File: config.mk
export PLATFORM = sky130hd
export DESIGN_NAME = acc_top
export DESIGN_NICKNAME = d
export VERILOG_FILES = /design/src/hdl/acc_pkg.sv /design/src/hdl/acc_evt_if.sv /design/src/hdl/acc_sync.sv /design/src/hdl/acc_event.sv /design/src/hdl/acc_top.sv
export SDC_FILE = /design/constraint.sdc
export NUM_CORES = 1
export LEC_CHECK = 0
export ABC_AREA = 1
export BUFFER_PORTS_ARGS = -buffer_cell sky130_fd_sc_hd__buf_2
export CELL_PAD_IN_SITES_DETAIL_PLACEMENT = 1
export CELL_PAD_IN_SITES_GLOBAL_PLACEMENT = 2
export CORE_UTILIZATION = 22
export DETAILED_ROUTE_END_ITERATION = 6
export PLACE_DENSITY_LB_ADDON = 0.1
export SYNTH_ARGS = -nofsm -noshare
export SYNTH_HDL_FRONTEND = slang
export SYNTH_SLANG_ARGS = --single-unit
File: constraint.sdc
create_clock -name clock -period 1.6 [get_ports clock]
set_input_delay 0.08 -clock clock [delete_from_list [all_inputs] [get_ports clock]]
set_output_delay 0.08 -clock clock [all_outputs]
set_load 0.03 [all_outputs]
File: src/hdl/acc_pkg.sv
// package: register map, field positions and codes of the comparator control block
package acc_pkg;

	// ----------------------------------------------------------------
	// bus geometry
	// ----------------------------------------------------------------
	localparam int ACC_ADDR_W = 8;
	localparam int ACC_DATA_W = 32;
	localparam int ACC_IDX_W  = 6;
	localparam int ACC_REG_W  = 8;

	// ----------------------------------------------------------------
	// register indices; byte address is four times the index
	// ----------------------------------------------------------------
	localparam logic [5:0] ACC_IDX_DIS     = 6'h01;
	localparam logic [5:0] ACC_IDX_CTRL_B  = 6'h03;
	localparam logic [5:0] ACC_IDX_CSR     = 6'h08;
	localparam logic [5:0] ACC_IDX_IRQ_ST  = 6'h10;
	localparam logic [5:0] ACC_IDX_IRQ_MSK = 6'h11;

	// ----------------------------------------------------------------
	// field positions
	// ----------------------------------------------------------------
	localparam int ACC_CSR_DISABLE = 7;
	localparam int ACC_CSR_REF     = 6;
	localparam int ACC_CSR_RESULT  = 5;
	localparam int ACC_CSR_FLAG    = 4;
	localparam int ACC_CSR_IE      = 3;
	localparam int ACC_CSR_CAPT    = 2;
	localparam int ACC_CSR_MODE_LO = 0;
	localparam int ACC_CTB_MUX_EN  = 6;
	localparam int ACC_IRQ_BIT     = 0;

	// ----------------------------------------------------------------
	// reset values and writable masks
	// ----------------------------------------------------------------
	localparam logic [7:0] ACC_CTB_RESET = 8'h00;
	localparam logic [7:0] ACC_CTB_WMASK = 8'hD7;
	localparam logic [7:0] ACC_CSR_RESET = 8'h00;
	localparam logic [7:0] ACC_CSR_STORE = 8'hCF;
	localparam logic [7:0] ACC_DIS_RESET = 8'h00;
	localparam logic [7:0] ACC_DIS_WMASK = 8'h03;

	// ----------------------------------------------------------------
	// event mode codes and negative input selection
	// ----------------------------------------------------------------
	localparam logic [1:0] ACC_MODE_TOGGLE = 2'h0;
	localparam logic [1:0] ACC_MODE_RSVD   = 2'h1;
	localparam logic [1:0] ACC_MODE_FALL   = 2'h2;
	localparam logic [1:0] ACC_MODE_RISE   = 2'h3;
	localparam logic [4:0] ACC_CHAN_LAST   = 5'h07;
	localparam logic [3:0] ACC_NEG_PIN     = 4'h8;

	// bus slave states
	typedef enum logic {ACC_IDLE, ACC_ANSWER} acc_bus_state_type;

endpackage

File: src/hdl/acc_evt_if.sv
// interface: synchronised result, event mode and event pulse between top and detector
`timescale 1ns/1ps
`default_nettype none
interface acc_evt_if;
	logic       result;
	logic [1:0] mode;
	logic       event_hit;
	modport ctrl (output result, output mode, input event_hit);
	modport det  (input result, input mode, output event_hit);
endinterface
`default_nettype wire

File: src/hdl/acc_sync.sv
// module: multi-stage synchroniser for the raw comparator output
`timescale 1ns/1ps
`default_nettype none
module acc_sync
	import acc_pkg::*;
#(
	parameter int STAGES = 2
)(
	input  wire logic clock,
	input  wire logic rst_n,
	input  wire logic async_in,
	output var  logic sync_out
);
	typedef struct packed {
		logic [STAGES-1:0] chain;
	} acc_sync_state_type;

	acc_sync_state_type state_ff;
	acc_sync_state_type nxt_state;

	// shift chain; only the last stage is read outside
	always_comb begin
		nxt_state       = state_ff;
		nxt_state.chain = {state_ff.chain[STAGES-2:0], async_in};
	end

	always_ff @(posedge clock) begin
		if (!rst_n) begin
			state_ff <= '0;
		end else begin
			state_ff <= nxt_state;
		end
	end

	assign sync_out = state_ff.chain[STAGES-1];
endmodule
`default_nettype wire

File: src/hdl/acc_event.sv
// module: edge and toggle detector on the synchronised comparator result
`timescale 1ns/1ps
`default_nettype none
module acc_event
	import acc_pkg::*;
(
	input  wire logic clock,
	input  wire logic rst_n,
	acc_evt_if.det    evt
);
	typedef struct packed {
		logic prev;
		logic primed;
	} acc_event_state_type;

	acc_event_state_type state_ff;
	acc_event_state_type nxt_state;
	logic                rise;
	logic                fall;

	// compare against the value one clock earlier; no event until primed,
	// so the first sample after reset never looks like an edge
	always_comb begin
		nxt_state        = state_ff;
		nxt_state.prev   = evt.result;
		nxt_state.primed = 1'b1;
		rise = state_ff.primed & evt.result & ~state_ff.prev;
		fall = state_ff.primed & ~evt.result & state_ff.prev;
		case (evt.mode)
			ACC_MODE_TOGGLE: evt.event_hit = rise | fall;
			ACC_MODE_FALL:   evt.event_hit = fall;
			ACC_MODE_RISE:   evt.event_hit = rise;
			default:         evt.event_hit = 1'b0;
		endcase
	end

	always_ff @(posedge clock) begin
		if (!rst_n) begin
			state_ff <= '0;
		end else begin
			state_ff <= nxt_state;
		end
	end
endmodule
`default_nettype wire

File: src/hdl/acc_top.sv
// module: comparator control, event flag, input selection and register slave
//
// Contract
// - result bit is one while positive input exceeds negative input.
// - mux enabled and converter off: codes 0..7 pick channel pins 0..7.
// - mux disabled or converter on: dedicated negative pin is used.
// - reference select one picks bandgap, zero picks positive pin.
// - raw output is synchronised, one to two cycles latency.
// - event flag sets on the transition chosen by the mode field.
// - mode 00 toggle, 01 reserved, 10 falling, 11 rising.
// - interrupt requested only with flag, enable and global enable all one.
// - taking the interrupt vector clears the event flag.
// - writing one to the flag position clears the flag.
// - writing one to the disable bit powers down the comparator, anytime.
// - capture route bit connects result to timer capture front end.
// - buffer disable bit turns buffer off and forces port read zero.
//
// Register access over Avalon-MM is this design's own decision.
`timescale 1ns/1ps
`default_nettype none
module acc_top
	import acc_pkg::*;
#(
	parameter int SYNC_STAGES = 2
)(
	input  wire logic                  clock,
	input  wire logic                  rst_n,
	// avalon-mm slave
	input  wire logic [ACC_ADDR_W-1:0] address,
	input  wire logic                  read,
	input  wire logic                  write,
	input  wire logic [ACC_DATA_W-1:0] writedata,
	output var  logic [ACC_DATA_W-1:0] readdata,
	output var  logic                  waitrequest,
	// surrounding processor and converter
	input  wire logic                  global_irq_enable,
	input  wire logic                  vector_taken,
	input  wire logic                  converter_enable,
	input  wire logic [4:0]            channel_select_code,
	// analog side
	input  wire logic                  comparator_raw,
	input  wire logic [1:0]            pin_digital_in,
	output var  logic                  comparator_power_down,
	output var  logic                  positive_bandgap_select,
	output var  logic [3:0]            negative_input_select,
	output var  logic [1:0]            pin_buffer_disable,
	output var  logic [1:0]            port_read_value,
	// timer capture front end and interrupt
	output var  logic                  capture_input,
	output var  logic                  comparator_irq
);
	// ----------------------------------------------------------------
	// state
	// ----------------------------------------------------------------
	typedef struct packed {
		acc_bus_state_type     bus;
		logic                  wait_n;
		logic [ACC_DATA_W-1:0] rdata;
		logic [ACC_REG_W-1:0]  ctrl_b;
		logic [ACC_REG_W-1:0]  csr;
		logic [ACC_REG_W-1:0]  dis;
		logic                  irq;
		logic [3:0]            neg_sel;
		logic                  bandgap;
		logic                  pwr_dn;
		logic                  capture;
		logic [1:0]            port_rd;
	} acc_top_state_type;

	acc_top_state_type state_ff;
	acc_top_state_type nxt_state;

	// ----------------------------------------------------------------
	// synchroniser and event detector
	// ----------------------------------------------------------------
	logic      result_sync;
	acc_evt_if evt_bus ();

	// raw output crosses into the clock domain through the chain
	acc_sync #(
		.STAGES   (SYNC_STAGES)
	) u_sync (
		.clock    (clock),
		.rst_n    (rst_n),
		.async_in (comparator_raw),
		.sync_out (result_sync)
	);

	assign evt_bus.result = result_sync;
	assign evt_bus.mode   = state_ff.csr[ACC_CSR_MODE_LO+1:ACC_CSR_MODE_LO];

	acc_event u_event (
		.clock (clock),
		.rst_n (rst_n),
		.evt   (evt_bus.det)
	);

	// ----------------------------------------------------------------
	// bus decode
	// ----------------------------------------------------------------
	logic [ACC_IDX_W-1:0] idx;
	logic                 req;
	logic                 commit_wr;
	logic [ACC_REG_W-1:0] wbyte;
	logic [ACC_REG_W-1:0] csr_view;
	logic                 flag_set;
	logic                 flag_clr;

	assign idx       = address[ACC_ADDR_W-1:2];
	assign req       = read | write;
	// a write lands at the edge where waitrequest is seen low
	assign commit_wr = write & (state_ff.bus == ACC_ANSWER);
	assign wbyte     = writedata[ACC_REG_W-1:0];

	// result bit is live, never stored, so writes cannot touch it
	always_comb begin
		csr_view                 = state_ff.csr;
		csr_view[ACC_CSR_RESULT] = result_sync;
	end

	// flag clear sources: vector fetch or a one written to the flag
	always_comb begin
		flag_set = evt_bus.event_hit;
		flag_clr = vector_taken;
		if (commit_wr && idx == ACC_IDX_CSR && wbyte[ACC_CSR_FLAG]) begin
			flag_clr = 1'b1;
		end
		if (commit_wr && idx == ACC_IDX_IRQ_ST && wbyte[ACC_IRQ_BIT]) begin
			flag_clr = 1'b1;
		end
	end

	// ----------------------------------------------------------------
	// next state
	// ----------------------------------------------------------------
	always_comb begin
		nxt_state = state_ff;

		// one wait cycle, then answer; read data is loaded during the wait
		case (state_ff.bus)
			ACC_IDLE: begin
				if (req) begin
					nxt_state.bus    = ACC_ANSWER;
					nxt_state.wait_n = 1'b1;
				end
			end
			ACC_ANSWER: begin
				nxt_state.bus    = ACC_IDLE;
				nxt_state.wait_n = 1'b0;
			end
			default: begin
				nxt_state.bus    = ACC_IDLE;
				nxt_state.wait_n = 1'b0;
			end
		endcase

		// read mux; unmapped indices read zero
		if (state_ff.bus == ACC_IDLE && read) begin
			nxt_state.rdata = '0;
			case (idx)
				ACC_IDX_DIS:     nxt_state.rdata[ACC_REG_W-1:0] = state_ff.dis;
				ACC_IDX_CTRL_B:  nxt_state.rdata[ACC_REG_W-1:0] = state_ff.ctrl_b;
				ACC_IDX_CSR:     nxt_state.rdata[ACC_REG_W-1:0] = csr_view;
				ACC_IDX_IRQ_ST: begin
					nxt_state.rdata[ACC_IRQ_BIT] = state_ff.csr[ACC_CSR_FLAG];
				end
				ACC_IDX_IRQ_MSK: begin
					nxt_state.rdata[ACC_IRQ_BIT] = state_ff.csr[ACC_CSR_IE];
				end
				default:         nxt_state.rdata = '0;
			endcase
		end

		// register writes; unmapped writes are dropped
		if (commit_wr) begin
			case (idx)
				ACC_IDX_DIS: begin
					nxt_state.dis = wbyte & ACC_DIS_WMASK;
				end
				ACC_IDX_CTRL_B: begin
					nxt_state.ctrl_b = wbyte & ACC_CTB_WMASK;
				end
				ACC_IDX_CSR: begin
					// disable bit accepted at any time, even mid event
					nxt_state.csr = (wbyte & ACC_CSR_STORE)
						| (state_ff.csr & ~ACC_CSR_STORE);
				end
				ACC_IDX_IRQ_MSK: begin
					nxt_state.csr[ACC_CSR_IE] = wbyte[ACC_IRQ_BIT];
				end
				default: begin
					nxt_state.dis = state_ff.dis;
				end
			endcase
		end

		// sticky flag; a new event beats a clear in the same cycle
		if (flag_set) begin
			nxt_state.csr[ACC_CSR_FLAG] = 1'b1;
		end else if (flag_clr) begin
			nxt_state.csr[ACC_CSR_FLAG] = 1'b0;
		end else begin
			nxt_state.csr[ACC_CSR_FLAG] = state_ff.csr[ACC_CSR_FLAG];
		end
		nxt_state.csr[ACC_CSR_RESULT] = 1'b0;

		// interrupt level; software must drop the enable before mode or
		// disable changes, since a change can fake an edge
		nxt_state.irq = nxt_state.csr[ACC_CSR_FLAG]
			& nxt_state.csr[ACC_CSR_IE]
			& global_irq_enable;

		// negative input selection
		if (state_ff.ctrl_b[ACC_CTB_MUX_EN] && !converter_enable
				&& channel_select_code <= ACC_CHAN_LAST) begin
			nxt_state.neg_sel = {1'b0, channel_select_code[2:0]};
		end else begin
			nxt_state.neg_sel = ACC_NEG_PIN;
		end

		// positive input and power
		nxt_state.bandgap = state_ff.csr[ACC_CSR_REF];
		nxt_state.pwr_dn  = state_ff.csr[ACC_CSR_DISABLE];

		// timer capture path exists only while routed
		nxt_state.capture = state_ff.csr[ACC_CSR_CAPT] & result_sync;

		// gated port reads per pin
		nxt_state.port_rd = pin_digital_in & ~state_ff.dis[1:0];
	end

	// ----------------------------------------------------------------
	// state register
	// ----------------------------------------------------------------
	always_ff @(posedge clock) begin
		if (!rst_n) begin
			state_ff        <= '0;
			state_ff.bus    <= ACC_IDLE;
			state_ff.ctrl_b <= ACC_CTB_RESET;
			state_ff.csr    <= ACC_CSR_RESET;
			state_ff.dis    <= ACC_DIS_RESET;
			state_ff.neg_sel <= ACC_NEG_PIN;
		end else begin
			state_ff <= nxt_state;
		end
	end

	// ----------------------------------------------------------------
	// outputs, all straight from the state register
	// ----------------------------------------------------------------
	assign readdata                = state_ff.rdata;
	assign waitrequest             = ~state_ff.wait_n;
	assign comparator_irq          = state_ff.irq;
	assign negative_input_select   = state_ff.neg_sel;
	assign positive_bandgap_select = state_ff.bandgap;
	assign comparator_power_down   = state_ff.pwr_dn;
	assign capture_input           = state_ff.capture;
	assign pin_buffer_disable      = state_ff.dis[1:0];
	assign port_read_value         = state_ff.port_rd;
endmodule
`default_nettype wire

==> flow_metrics.env <==
export IMPL_drc=1
export IMPL_syn_inst=256
export IMPL_final_layout_size_suffix_gt1_share_pct=23.5
export IMPL_seq_area_um2=781
export IMPL_ys_seq_area_share_pct=42.2
export IMPL_critPathMaxFanout=10
export IMPL_cts_repair_resized=0
export IMPL_synth_cell_type_count=21
export IMPL_grt_util_met2_pct=17.8
export IMPL_grt_ovfl_total=0
export IMPL_initial_core_util_pct=22.6
export IMPL_grt_antenna_before_repair=0
export IMPL_fp_dieW_um=93.7
export IMPL_powerDensity_nw_per_um2=962
export IMPL_pre_cts_ws_ps=264
export IMPL_synth_area_top_cells="dfxtp_1 42%, buf_4 16%, nand2_1 10%"
export IMPL_firstDrtPassIters=6
export IMPL_synthArstFlopShare_pct=0
export IMPL_cp_start_kind="flip-flop"
export IMPL_grt_use_total_pct=11.3
export IMPL_vdd_ir_drop_max_uv=284
export IMPL_cts_buffers=5
export IMPL_final_nets=360
export IMPL_post_synth_top_count_cell="nand2_1"
export IMPL_yosys_area_top_type_share_pct=42.2
export IMPL_ys_warn_count=0
export IMPL_finalWeightedCongestion=0.714
export IMPL_required_ps=1800
export IMPL_io_pins=100
export IMPL_grt_pass1_wl_um=7400
export IMPL_yosysTopAreaCell="dfxtp_1"
export IMPL_area_delta_synth_final_pct=21.1
export IMPL_grt_use_met3_pct=2.99
export IMPL_skew_ps=4.89
export IMPL_multiInputGateArea_um2=739
export IMPL_setup_tns_ps=0
export IMPL_nFillCells=1045
export IMPL_maxCapViolations=0
export IMPL_synthFlopType="dfxtp_1"
export IMPL_clock_root_buffer="clkbuf_8"
export IMPL_fin_crit_ps=1300
export IMPL_clkLatencyLatePin_ps=300
export IMPL_timing_reg2reg_setup_slack_ps=300
export IMPL_layout_worst_path_cycle_share_pct=81.1
export IMPL_busiest_layer="met2"
export IMPL_crit_arrival_ps=1490
export IMPL_avgSynthCellArea_um2=7.23
export IMPL_rsz0062_at_grt="no"
export IMPL_endpoint_kind="flip-flop"
export IMPL_violations="DRC"
export IMPL_viasPerCell=3.80
export IMPL_final_max_slew_viol_count=0
export IMPL_drt_iter0_markers=46
export IMPL_chipHeight_um=93.7
export IMPL_outcome="finished, violations left"
export IMPL_cts_max_path_buffers=2
export IMPL_synthTopCellsByCount="50 x nand2_1, 40 x buf_4, 39 x dfxtp_1"
export IMPL_min_path_type="in2reg"
export IMPL_globalRouteMet1Util_pct=14.6
export IMPL_wl_per_cell_um=11.2
export IMPL_grt_max_degree=26
export IMPL_grt_pass1_vias=1490
export IMPL_cts_tree="done"
export IMPL_ys_ff_latch=39
export IMPL_worstSetupPathType="reg2reg"
export IMPL_netlist_area_um2=1850
export IMPL_portBuffers=48
export IMPL_hpwl_um=3500
export IMPL_postCtsSetupRepairBufs=0
export IMPL_h_tree_depth=2
export IMPL_antenna_cells=0
export IMPL_synth_edff_count=0
export IMPL_num_vias=1562
export IMPL_rows=33
export IMPL_routed_wl_um=4610
export IMPL_cts_sinks=39
export IMPL_setup_viol=0
export IMPL_coreArea_um2=8180
export IMPL_max_freq_mhz=771
export IMPL_p_leak_nw=1.12
export IMPL_die_area_um2=8780
export IMPL_antenna_left=0
export IMPL_setup_slack_ps=303
export IMPL_hold_viol_final=0
export IMPL_clkTransAtPathRegs_ps=80
## cell usage in the layout, fill, tap and decap left out, types with 3 or more instances in the layout
master / netlist / layout
a21oi_1: 12 / 12
nand2_1: 50 / 50
clkbuf_8: 0 / 6
buf_2: 0 / 48
nor2_1: 38 / 38
dfxtp_1: 39 / 39
nand4_1: 4 / 4
o21ai_0: 17 / 17
inv_2: 3 / 3
dlygate4sd3_1: 0 / 7
buf_4: 40 / 7
inv_1: 25 / 25
nand3_1: 13 / 13
conb_1: 1 / 24
## routing by layer
layer  up-vias  share of wire (%)
li1        832                  -
met1       685                 49
met2        39                 45
met3         6                3.8
met4         0                1.6
met5         -                  0
## worst max-delay path: stages, from the launching register on
cell and delay (ps):
dfxtp_1 350, nand2_1 120, inv_1 110, nand4_2 250, nand3_1 200, nand3_1 80
nand2_1 60, nor2_1 30
## metrics by stage
step	power, mW	utilization, %	instance area [µm²]	std cells	hold WS [ps]
6_report	2.15	27.4	2240	411	47.5
5_1_grt	2.27	27.4	2240	411	50.8
4_1_cts	2.20	27.4	2240	411	33.5
3_5_place_dp	1.27	25.1	2050	396	279
3_3_place_gp	1.27	25.1	2050	396	272
2_1_floorplan	1.24	-	1940	279	108
## timing repair
item	in CTS	in global routing
hold buffers	7	0
hold endpoints to repair	7	0
endpoints found under the setup margin	0	0
## flip-flops by register name (all words and copies together) (netlist names)
register / flops
positive_bandgap_select: 1
pin_buffer_disable: 2
state_ff: 8
readdata: 8
comparator_power_down: 1
port_read_value: 2
csr_view: 7
negative_input_select: 4
u_sync.state_ff: 2
capture_input: 1
comparator_irq: 1
u_event.state_ff: 2
## path summary, 6_finish.rpt
check | depth (start not counted) | start | endpoint
hold / removal | 3 | write | state_ff[67]
setup reg to reg | 7 | state_ff[67] | comparator_irq
setup / recovery | 7 | state_ff[67] | comparator_irq
hold reg to reg | 2 | u_sync.state_ff[0] | u_sync.state_ff[1]
## power breakdown
part	internal [mW]	switching, mW	total, mW
Combinational	0.0740	0.184	0.258
Clock	0.514	0.386	0.900
Sequential	0.988	0.00879	0.997
Total	1.58	0.579	2.15
## area by class of cell
class	instances	share of cell area, %
Multi-Input combinational cell	169	33.0
Sequential cell	39	34.8
Clock inverter	2	1.73
Tap cell	105	5.86
Timing Repair Buffer	62	16.2
Inverter	28	4.69
Clock buffer	6	3.69
## cell families (layout without fill, tap and decap cells)
logic type	count (synthesis)	count (layout)	synth area share, %
AOI/OAI and AO/OA	32	32	8.93
buffers and inverters	71	98	22.5
DFF	39	39	42.2
other	1	24	0.203
and+or+nand+nor	113	113	26.2
Power figures use the tool's default switching activity.
